`src/logic/charger_status_pkg.sv`:
```
// Constants for the charger status signalling block.
// Assumes a 100 MHz system clock; step and tick lengths become cycle counts here.
package charger_status_pkg;
    localparam int CLK_HZ = 100_000_000;
    localparam int CARRIER_HZ = 35_000;
    // Sixteen sub-steps per carrier period
    localparam int STEPS = 16;
    localparam int STEP_CYC = CLK_HZ / (CARRIER_HZ * STEPS);
    // Blink rates in millihertz; half periods in carrier periods
    localparam int TEMP_BLINK_MHZ = 1500;
    localparam int BAD_BLINK_MHZ = 6100;
    localparam int TEMP_HALF = (CARRIER_HZ * 1000) / (2 * TEMP_BLINK_MHZ);
    localparam int BAD_HALF = (CARRIER_HZ * 1000) / (2 * BAD_BLINK_MHZ);
    // Duty in sixteenths: 1/15 and 2/14
    localparam logic [4:0] TEMP_LO = 5'h01;
    localparam logic [4:0] TEMP_HI = 5'h0F;
    localparam logic [4:0] BAD_LO = 5'h02;
    localparam logic [4:0] BAD_HI = 5'h0E;
    // Timeouts in seconds, counted by a 1 s tick
    localparam int TICK_CYC = CLK_HZ;
    localparam int TRICKLE_TIMEOUT_S = 1800;
    localparam int SAFETY_TIMEOUT_S = 14400;
    typedef enum logic [3:0] {
        ST_IDLE = 4'h1,
        ST_CHARGE = 4'h2,
        ST_DONE = 4'h4,
        ST_BAD = 4'h8
    } chg_state_t;
endpackage : charger_status_pkg

```
`src/logic/charger_status_signalling.sv`:
```
// Charger state, temperature pause and open-drain status output encoder.
// Assumes analog comparator flags arrive asynchronously from the pins.
`timescale 1ns/10ps
// What this block does
// - The status output encodes charging, idle, bad battery and temp fault.
// - The status pin is open drain, driving only low or released.
// - Low while charging, released when idle, 35 kHz carrier on faults.
// - Starting a charge cycle pulls the status pin low for the cycle.
// - Float reached with current under a tenth releases the pin.
// - The tenth-current flag is ignored while input is in current limit.
// - Temp fault duty alternates 1/16 and 15/16, each half of 1.5 Hz.
// - Bad battery duty alternates 2/16 and 14/16, each half of 6.1 Hz, or of 1.5 Hz during a temp fault.
// - Battery under trickle level for half an hour means bad battery.
// - Charging pauses while the thermistor reads hot or cold.
// - In float mode a temperature fault freezes the safety timer.
// - A grounded thermistor input disables temperature pausing.
// - Float starts a four hour timer; expiry stops charge current.
module charger_status_signalling #(
    parameter int TICK_CYC = charger_status_pkg::TICK_CYC
) (
    input wire logic clk_sys, // 100 MHz clock
    input wire logic resetn, // Async reset, active low
    input wire logic charge_start_in, // Charge cycle start request
    input wire logic below_trickle_in, // Battery below trickle level
    input wire logic at_float_in, // Battery at float voltage
    input wire logic tenth_current_in, // Current below a tenth
    input wire logic input_limit_in, // Input supply in current limit
    input wire logic thermistor_hot_in, // Hot comparator
    input wire logic thermistor_cold_in, // Cold comparator
    input wire logic thermistor_grounded_in, // Sense pin tied low
    input wire logic charge_status_out_i, // Status pin level
    output logic charge_status_out_o, // Status pin drive value
    output logic charge_status_out_oe, // High while pulling low
    output logic charge_enable, // Charge current allowed
    output logic temp_fault // Temperature fault shown
);
    localparam int SYNC_W = 7;
    logic [SYNC_W-1:0] raw, s1_r, s2_r;
    assign raw = {charge_start_in, below_trickle_in, at_float_in,
                  tenth_current_in, input_limit_in,
                  thermistor_hot_in | thermistor_cold_in,
                  thermistor_grounded_in};
    wire logic start_s = s2_r[6];
    wire logic low_s = s2_r[5];
    wire logic float_s = s2_r[4];
    wire logic tenth_s = s2_r[3];
    wire logic limit_s = s2_r[2];
    wire logic hotcold_s = s2_r[1];
    wire logic gnd_s = s2_r[0];

    // Two stage synchronisers for every analog flag
    always_ff @(posedge clk_sys or negedge resetn) begin
        if (!resetn) begin
            s1_r <= '0;
            s2_r <= '0;
        end else begin
            s1_r <= raw;
            s2_r <= s1_r;
        end
    end

    charger_status_pkg::chg_state_t st_r, st_nxt;
    logic [7:0] step_cnt_r, step_cnt_nxt;
    logic [3:0] phase_r, phase_nxt;
    logic [13:0] half_cnt_r, half_cnt_nxt;
    logic blink_hi_r, blink_hi_nxt;
    logic [26:0] tick_cnt_r, tick_cnt_nxt;
    logic [13:0] low_sec_r, low_sec_nxt;
    logic [13:0] safe_sec_r, safe_sec_nxt;
    logic safe_run_r, safe_run_nxt;
    logic pull_r, pull_nxt;
    logic en_r, en_nxt;
    logic tf_r, tf_nxt;
    logic step_p, carrier_p, tick_p, tfault;
    logic [4:0] duty;

    always_comb begin
        step_p = (step_cnt_r ==
                  8'(charger_status_pkg::STEP_CYC - 1));
        carrier_p = step_p && (phase_r == 4'hF);
        tick_p = (tick_cnt_r == 27'(TICK_CYC - 1));
        tfault = hotcold_s && !gnd_s;
    end

    // Time base: sub-steps, carrier phase, blink halves and a 1 s tick
    always_comb begin
        step_cnt_nxt = step_p ? 8'h00 : step_cnt_r + 8'h01;
        phase_nxt = step_p ? phase_r + 4'h1 : phase_r;
        half_cnt_nxt = half_cnt_r;
        blink_hi_nxt = blink_hi_r;
        if (carrier_p) begin
            // Magnitude compare: switching to the shorter blink target
            // must not leave the counter stranded past its end
            if (half_cnt_r >= 14'(tfault ?
                    charger_status_pkg::TEMP_HALF - 1 :
                    charger_status_pkg::BAD_HALF - 1)) begin
                half_cnt_nxt = 14'h0000;
                blink_hi_nxt = !blink_hi_r;
            end else begin
                half_cnt_nxt = half_cnt_r + 14'h0001;
            end
        end
        tick_cnt_nxt = tick_p ? 27'h0 : tick_cnt_r + 27'h1;
    end

    // Charger sequence with trickle and safety timers
    always_comb begin
        st_nxt = st_r;
        low_sec_nxt = low_sec_r;
        safe_sec_nxt = safe_sec_r;
        safe_run_nxt = safe_run_r;
        if (start_s) begin
            st_nxt = charger_status_pkg::ST_CHARGE;
            low_sec_nxt = 14'h0000;
            safe_sec_nxt = 14'h0000;
            safe_run_nxt = 1'b0;
        end else begin
            case (st_r)
                charger_status_pkg::ST_CHARGE: begin
                    if (!low_s) begin
                        low_sec_nxt = 14'h0000;
                    end else if (tick_p && !tfault) begin
                        low_sec_nxt = low_sec_r + 14'h0001;
                    end
                    if (low_s && low_sec_r ==
                        14'(charger_status_pkg::TRICKLE_TIMEOUT_S)) begin
                        st_nxt = charger_status_pkg::ST_BAD;
                    end
                    if (float_s) begin
                        safe_run_nxt = 1'b1;
                    end
                    if (safe_run_r && tick_p && !tfault) begin
                        safe_sec_nxt = safe_sec_r + 14'h0001;
                    end
                    if (safe_sec_r ==
                        14'(charger_status_pkg::SAFETY_TIMEOUT_S)) begin
                        st_nxt = charger_status_pkg::ST_DONE;
                    end else if (float_s && tenth_s && !limit_s) begin
                        st_nxt = charger_status_pkg::ST_DONE;
                    end
                end
                charger_status_pkg::ST_IDLE: st_nxt = st_r;
                charger_status_pkg::ST_DONE: st_nxt = st_r;
                charger_status_pkg::ST_BAD: st_nxt = st_r;
                default: st_nxt = charger_status_pkg::ST_IDLE;
            endcase
        end
    end

    // Status encoding; the pin only ever sinks, never sources
    always_comb begin
        duty = 5'h00;
        pull_nxt = 1'b0;
        tf_nxt = 1'b0;
        en_nxt = (st_r == charger_status_pkg::ST_CHARGE) && !tfault;
        if (st_r == charger_status_pkg::ST_BAD) begin
            duty = blink_hi_r ? charger_status_pkg::BAD_HI :
                                charger_status_pkg::BAD_LO;
            pull_nxt = ({1'b0, phase_r} < duty);
        end else if (st_r == charger_status_pkg::ST_CHARGE && tfault) begin
            duty = blink_hi_r ? charger_status_pkg::TEMP_HI :
                                charger_status_pkg::TEMP_LO;
            pull_nxt = ({1'b0, phase_r} < duty);
            tf_nxt = 1'b1;
        end else if (st_r == charger_status_pkg::ST_CHARGE) begin
            pull_nxt = 1'b1;
        end
    end

    // Register all state and outputs
    always_ff @(posedge clk_sys or negedge resetn) begin
        if (!resetn) begin
            st_r <= charger_status_pkg::ST_IDLE;
            step_cnt_r <= 8'h00;
            phase_r <= 4'h0;
            half_cnt_r <= 14'h0000;
            blink_hi_r <= 1'b0;
            tick_cnt_r <= 27'h0;
            low_sec_r <= 14'h0000;
            safe_sec_r <= 14'h0000;
            safe_run_r <= 1'b0;
            pull_r <= 1'b0;
            en_r <= 1'b0;
            tf_r <= 1'b0;
        end else begin
            st_r <= st_nxt;
            step_cnt_r <= step_cnt_nxt;
            phase_r <= phase_nxt;
            half_cnt_r <= half_cnt_nxt;
            blink_hi_r <= blink_hi_nxt;
            tick_cnt_r <= tick_cnt_nxt;
            low_sec_r <= low_sec_nxt;
            safe_sec_r <= safe_sec_nxt;
            safe_run_r <= safe_run_nxt;
            pull_r <= pull_nxt;
            en_r <= en_nxt;
            tf_r <= tf_nxt;
        end
    end

    assign charge_status_out_o = 1'b0;
    assign charge_status_out_oe = pull_r;
    assign charge_enable = en_r;
    assign temp_fault = tf_r;
endmodule : charger_status_signalling

```
`config.mk`:
```
export PLATFORM = sky130hd
export DESIGN_NAME = charger_status_signalling
export DESIGN_NICKNAME = d
export VERILOG_FILES = /design/src/logic/charger_status_pkg.sv /design/src/logic/charger_status_signalling.sv
export SDC_FILE = /design/constraint.sdc
export NUM_CORES = 1
export LEC_CHECK = 0
export ABC_AREA = 1
export BUFFER_PORTS_ARGS = -buffer_cell sky130_fd_sc_hd__buf_2
export CAP_MARGIN = 0
export CORE_MARGIN = 8
export CORE_UTILIZATION = 60
export CTS_CLUSTER_DIAMETER = 120
export DETAILED_ROUTE_END_ITERATION = 12
export PLACE_DENSITY = 0.75
export SKIP_CTS_REPAIR_TIMING = 1
export SLEW_MARGIN = 5
export SYNTH_ARGS = -nofsm -noshare
export SYNTH_HDL_FRONTEND = slang
export SYNTH_SLANG_ARGS = --single-unit
```
`constraint.sdc`:
```
create_clock -name clk_sys -period 2.1 [get_ports clk_sys]
set_input_delay 0 -clock clk_sys [delete_from_list [all_inputs] [get_ports clk_sys]]
set_output_delay 0 -clock clk_sys [all_outputs]
set_load 0.01 [all_outputs]
```
[Word level (Yosys, flattened, before mapping)]
Index checks and enable logic that the tools add are counted.
Word-level totals
  register bits: 104
  bits in latches: 0
  memory bits (writable): 0
  memory bits (read-only): 0
  bits of input ports: 11
  output and inout port bits: 4
  memories kept: 0
Operators by class
  add/sub/neg operators: 6
  multiply operators: 0
  divide/modulo/power cells: 0
  magnitude comparators: 3
  equality and inequality tests: 12
  shift operators: 0
  muxes and demuxes: 26
  bitwise operators: 1
  reductions and logical operators: 23
Operators by type and width (count)
  14-bit two-way mux: 9
  14-bit by 1-bit adder with 14-bit output (second input constant): 3
  27-bit by 1-bit adder with 27-bit output (second input constant): 1
  27-bit equality test (second input constant): 1
  27-bit two-way mux: 1
  4-bit two-way mux: 6
  14-bit by 11-bit equality test with 1-bit output (second input constant): 1
  14-bit equality test (second input constant): 1
  14-bit greater-or-equal comparator: 1
  1-bit logical AND: 10
  2-bit AND reduction: 5
  8-bit by 1-bit adder with 8-bit output (second input constant): 1
  4-bit equality test (second input constant): 2
  8-bit equality test (second input constant): 1
  4-bit less-than comparator: 2
  1-bit two-way mux: 8
  8-bit two-way mux: 1
  4-bit one-hot mux with 2 select lines: 1
  2-bit nonzero test: 3
  5-bit != test (second input constant): 1
  4-bit by 1-bit adder with 4-bit output (second input constant): 1
  4-bit by 1-bit equality test with 1-bit output (second input constant): 1
  4-bit by 2-bit equality test with 1-bit output (second input constant): 1
  4-bit by 3-bit equality test with 1-bit output (second input constant): 1
  5 further kinds: 8

[Longest topological paths before layout]
  depth in word-level cells: 8
  mapped depth: 12

[Worst setup path before layout]
No wires, ideal clock.
  path kind: flip-flop to flip-flop
  start point: reg s2_r[0]
  end point: reg half_cnt_r[3]
  library setup time: 0.118 ns
  data arrival time: 1.565 ns
  slack: 0.416 ns
  cell stages (with the launch flop): 12
  path through: dfrtp_1 inv_1 nand2_2 ha_1 inv_1 nor3_1 nand3_1 nor2_1 nand2_1 buf_2 nand4_1 nand2_1
On the way
  longest elaborated chain between the ends: 5
Ends and longest elaborated chain
  start, declared: line charger_status_signalling.sv:38  | logic [SYNC_W-1:0] raw, s1_r, s2_r;
  start signal, assigned: line charger_status_signalling.sv:58  | s2_r <= s1_r;
  1-bit zero test: line charger_status_signalling.sv:82  | tfault = hotcold_s && !gnd_s;
  1-bit logical AND: line charger_status_signalling.sv:82
  14-bit two-way mux: line charger_status_signalling.sv:94  | if (half_cnt_r >= 14'(tfault ?
  14-bit greater-or-equal comparator: line charger_status_signalling.sv:94
  14-bit two-way mux: line charger_status_signalling.sv:94
  end signal, assigned: line charger_status_signalling.sv:189  | half_cnt_r <= half_cnt_nxt;
  end, declared: line charger_status_signalling.sv:65  | logic [13:0] half_cnt_r, half_cnt_nxt;
No other way between the ends.
A chain may end at the register's enable or synchronous reset.

[Worst setup path after layout]
  start point: reg tick_cnt_r[0]
  end point: reg safe_sec_r[8]
On the way
  longest elaborated chain between the ends: 5
Ends and longest elaborated chain
  start, declared: line charger_status_signalling.sv:67  | logic [26:0] tick_cnt_r, tick_cnt_nxt;
  start signal, assigned: line charger_status_signalling.sv:191  | tick_cnt_r <= tick_cnt_nxt;
  27-bit equality test: line charger_status_signalling.sv:81  | tick_p = (tick_cnt_r == 27'(TICK_CYC - 1));
  1-bit logical AND (2 in a row): line charger_status_signalling.sv:132  | if (safe_run_r && tick_p && !tfault) begin
  2-bit nonzero test (no line)
  2-bit AND reduction (no line)
  end signal, assigned: line charger_status_signalling.sv:193  | safe_sec_r <= safe_sec_nxt;
  end, declared: line charger_status_signalling.sv:69  | logic [13:0] safe_sec_r, safe_sec_nxt;
No other way between the ends.

==> results.txt <==
----------------------------------------------------
[Synthesis]
  Combinational family with the most area after synthesis ... simple AND/OR/NAND/NOR gates
  Number of distinct standard cells referenced by the synthesized netlist ... 39
  Synthesized area ... 6140 sq um
  Predominant post-synthesis flop cell ... sky130_fd_sc_hd__dfrtp_1
  XOR/XNOR Fraction of Synth Area ... 0.0599
  Number of synthesized register bits ... 104
  Synth warnings ... 0
  Compound-Gate Fraction of Synth Area ... 0.0411
  Register area share after synthesis ... 0.424
  Number of cells produced by synthesis ... 811
  Share of async-settable or async-resettable flops after synthesis ... 1.00
  Fraction of synthesized area in multiplexers ... 0
  Number of enable flip-flop cells after synthesis ... 0
  Syn nets ... 837
  Post-synthesis average cell area ... 7.58 sq um
  Share of synthesized cell area in full adder, half adder and majority cells ... 0.0305
  Share of synthesized cell area in and, or, nand and nor gates ... 0.361

[Layout]
  Final std cell area, no fill ... 6700 sq um
  Nets@finish ... 868
  Fillcell total ... 872
  Antenna fix cells ... 0
  Number of cells in the finished layout apart from fillers ... 983
  Share of post-route cells with drive strength above 1 ... 0.0956
  Share of the core filled with cells in the final layout ... 0.661
  Synth-to-layout area growth ... 9.10%

[Die]
  # rows ... 37
  Die Height ... 117 microns
  IO Pins ... 15
  Total Die Area ... 13,700 sq um
  Initial core utilization ... 0.606
  Die width ... 117 microns
  Core Box Area ... 10,100 sq um

[STA]
  Hold Fails Final Rpt ... 0
  Clk_skew ... 0.00786 ns
  Min setup slack post-route ... 0.178 ns
  Max-Slew Margin vs Limit ... 0.651
  Highest clock rate ... 520 MHz
  Slew at the pin closest to its max-slew limit ... 0.524 ns
  Setup repair after global routing missed its margin ... false
  Accumulated negative setup slack ... 0 ns
  Final critical path time including I/O delays and setup ... 1.92 ns
  Ratio of final minimum period to clock period ... 0.915
  Pins Over Slew Limit ... 0
  # setup viols final ... 0

[Power and ir drop]
  Sequential share of power ... 0.554
  Power dissipated by switching net loads ... 0.934 mW
  Part of the power in combinational logic ... 0.069
  Worst vdd ir ... 0.000692 V
  Share of power burned in the clock network ... 0.377
  Net switching share of the total power ... 0.249
  P_leak ... 3.21 nW
  Power Dens Cells ... 559 nW/um^2
  Design internal power ... 2.81 mW

[Placed design]
  Placed cell count ... 958
  Post-detailed-placement cell area ... 6380 sq um
  Number of buffers added on ports ... 12
  Post-detailed-placement half-perimeter wirelength ... 9.60 mm
  Post-Place Setup Slack ... 0.198 ns
  RePlAce Congestion ... 0.933

[Clocking]
  Clock tree from TritonCTS ... yes
  Clock Pin Slew Worst Setup and Hold Paths ... 0.10 ns
  CTS buffer count ... 9
  Maximum root-to-sink buffer count ... 2
  Clock Root Buffer ... sky130_fd_sc_hd__clkbuf_8
  Later-pin clock latency in the skew report ... 0.39 ns
  Maximum level of the CTS H-tree ... 3
  Number of clock sinks ... 104

[Route]
  DR vias/cell ... 5.40
  Detailed route wirelength on metal3 ... 613 microns
  Routed length on met1 ... 5.91 mm
  Number of antenna-violating nets in the routed design ... 0
  Post-detailed-route wirelength per cell ... 13.3 microns
  Final routed DRC violation total ... 0
  Uppermost routed layer ... met4
  Final Routed Wirelength ... 13.0 mm
  First-pass detailed-route iteration total ... 8
  DRC violation total after the first TritonRoute iteration ... 535
  Detailed-route via count ... 5,305
  Routed length on met2 ... 6.30 mm

[Global route]
  Via count of the first global-routing pass ... 5,180
  Total routing resource utilization after global routing ... 0.213
  Maximum number of pins on one net before global-route repair ... 40
  Initial antenna violation count ... 0
  GR Overflow Total ... 0
  First-pass GRT wire length ... 23.3 mm

[Run]
  Max-capacitance violation count ... 0

[Worst hold path]
  Worst min-delay path class ... input port to async pin

[Setup path]
  WP data required ... 2.42 ns
  Critical Path Start Type ... register
  Signal arrival time at the worst endpoint ... 2.24 ns
  CP max FO ... 20
  Element type at the critical path end ... register
  Critical Setup Path Class ... register to register

[Status]
  Result of the run ... complete, no violations

----------------------------------------------------
## critical path, stage by stage (launching register included)
cell	delay, ns
sky130_fd_sc_hd__dfrtp_1	0.41
sky130_fd_sc_hd__ha_1	0.21
sky130_fd_sc_hd__nand2_1	0.11
sky130_fd_sc_hd__nor2_4	0.13
sky130_fd_sc_hd__nand2_2	0.13
sky130_fd_sc_hd__nor2_4	0.20
sky130_fd_sc_hd__nand3_4	0.17
sky130_fd_sc_hd__nand2_4	0.29
sky130_fd_sc_hd__nand2_1	0.12
sky130_fd_sc_hd__o21ai_2	0.07
## logic make-up (layout without fill, tap and decap cells)
logic type	Yosys count	in the layout
and+or+nand+nor	488	488
buffers and inverters	120	156
DFF	104	104
xor gates and xnor gates	42	42
AOI/OAI and AO/OA	41	41
adders and majority gates	15	15
other	1	1
## stage by stage
stage          power (mW)  hold WS [ns]
2_1_floorplan        2.27        -0.296
3_3_place_gp         2.36       0.00931
3_5_place_dp         2.37        0.0147
4_1_cts              3.79        -0.408
5_1_grt              3.92         0.182
6_report             3.75         0.131
## worst paths after layout
| kind | startpoint | to | slack [ns] | cells after the start |
|---|---|---|---|---|
| max | tick_cnt_r[0] | safe_sec_r[8] | 0.18 | 9 |
| min | resetn | tick_cnt_r[6] | 0.13 | 2 |
| max reg2reg | tick_cnt_r[0] | safe_sec_r[8] | 0.18 | 9 |
| min reg2reg | s1_r[4] | s2_r[4] | 0.36 | 0 |
| max in group asynchronous | resetn | s1_r[3] | 1.32 | 3 |
| min in group clk_sys | below_trickle_in | s1_r[5] | 0.25 | 2 |
## routing by layer
metal  global-route usage  vias to the layer above
li1                     -                     2656
met2                0.354                      126
met5                    0                        -
met4               0.0683                        0
met1                0.263                     2503
met3               0.0564                       20
## state kept, by name (all words and copies together) (netlist names), 4 cells and up
signal,cells
half_cnt_r,14
low_sec_r,14
phase_r,4
s1_r,7
s2_r,7
safe_sec_r,14
st_r,4
step_cnt_r,8
tick_cnt_r,27
## layout by cell type (no fill, tap or decap), drive strengths merged
| master | Yosys | final |
|---|---|---|
| o311ai | 1 | 1 |
| and3 | 1 | 1 |
| xor2 | 35 | 35 |
| clkinvlp | 0 | 1 |
| nand2 | 216 | 216 |
| o21bai | 5 | 5 |
| nor2 | 126 | 126 |
| ha | 15 | 15 |
| dlygate4sd3 | 0 | 9 |
| dfrtp | 103 | 103 |
| a21boi | 1 | 1 |
| dfstp | 1 | 1 |
| nor3 | 30 | 30 |
| a21oi | 7 | 7 |
| buf | 12 | 26 |
| nor4 | 6 | 6 |
| nor3b | 3 | 3 |
| clkinv | 0 | 1 |
| nand4 | 33 | 33 |
| bufinv | 0 | 2 |
| xnor2 | 7 | 7 |
| or2 | 1 | 1 |
| o21ai | 26 | 26 |
| clkbuf | 3 | 9 |
| nand3b | 2 | 2 |
| conb | 1 | 1 |
| a21o | 1 | 1 |
| inv | 105 | 108 |
| nand3 | 70 | 70 |
## cell type report
| cell class | count | area [sq um] | share of cell area |
|---|---|---|---|
| multi-input cells | 587 | 3040 | 0.453 |
| flip-flops and latches | 104 | 2600 | 0.388 |
| inverters | 105 | 394 | 0.0588 |
| repair buffers | 35 | 270 | 0.0403 |
| well taps | 136 | 170 | 0.0254 |
| clock buffers | 9 | 124 | 0.0185 |
| clock inverters | 7 | 103 | 0.0153 |
## power by group through the flow
stage / combinational, mW / clock, mW / sequential [mW]
2_1_floorplan: 0.159 / 0 / 2.11
3_3_place_gp: 0.241 / 0 / 2.12
3_5_place_dp: 0.248 / 0 / 2.12
4_1_cts: 0.250 / 1.46 / 2.08
5_1_grt: 0.295 / 1.54 / 2.08
6_report: 0.257 / 1.41 / 2.08
## cell usage after synthesis, types with 2 or more instances
| cell type | number | area share |
|---|---|---|
| sky130_fd_sc_hd__inv_1 | 103 | 0.063 |
| sky130_fd_sc_hd__o21ai_1 | 9 | 0.0073 |
| sky130_fd_sc_hd__nand2_1 | 208 | 0.13 |
| sky130_fd_sc_hd__xor2_1 | 35 | 0.050 |
| sky130_fd_sc_hd__buf_12 | 2 | 0.0065 |
| sky130_fd_sc_hd__buf_2 | 7 | 0.0057 |
| sky130_fd_sc_hd__buf_6 | 2 | 0.0037 |
| sky130_fd_sc_hd__xnor2_1 | 7 | 0.010 |
| sky130_fd_sc_hd__dfrtp_1 | 103 | 0.42 |
| sky130_fd_sc_hd__inv_2 | 2 | 0.0012 |
| sky130_fd_sc_hd__nand3_2 | 5 | 0.0081 |
| sky130_fd_sc_hd__clkbuf_1 | 3 | 0.0018 |
| sky130_fd_sc_hd__ha_1 | 15 | 0.031 |
| sky130_fd_sc_hd__nand2_4 | 2 | 0.0037 |
| sky130_fd_sc_hd__nor2_1 | 117 | 0.071 |
| sky130_fd_sc_hd__nand2_2 | 6 | 0.0061 |
| sky130_fd_sc_hd__o21bai_1 | 5 | 0.0061 |
| sky130_fd_sc_hd__nand3b_1 | 2 | 0.0024 |
| sky130_fd_sc_hd__nor3_1 | 28 | 0.023 |
| sky130_fd_sc_hd__nor2_2 | 5 | 0.0051 |
| sky130_fd_sc_hd__nand4_1 | 33 | 0.034 |
| sky130_fd_sc_hd__nor2_4 | 4 | 0.0073 |
| sky130_fd_sc_hd__nand3_4 | 2 | 0.0057 |
| sky130_fd_sc_hd__nor4_1 | 6 | 0.0061 |
| sky130_fd_sc_hd__nand3_1 | 63 | 0.051 |
| sky130_fd_sc_hd__nor3b_1 | 3 | 0.0037 |
| sky130_fd_sc_hd__o21ai_0 | 10 | 0.0081 |
| sky130_fd_sc_hd__a21oi_1 | 7 | 0.0057 |
| sky130_fd_sc_hd__o21ai_2 | 7 | 0.010 |
(Power assumes the default switching activity.)
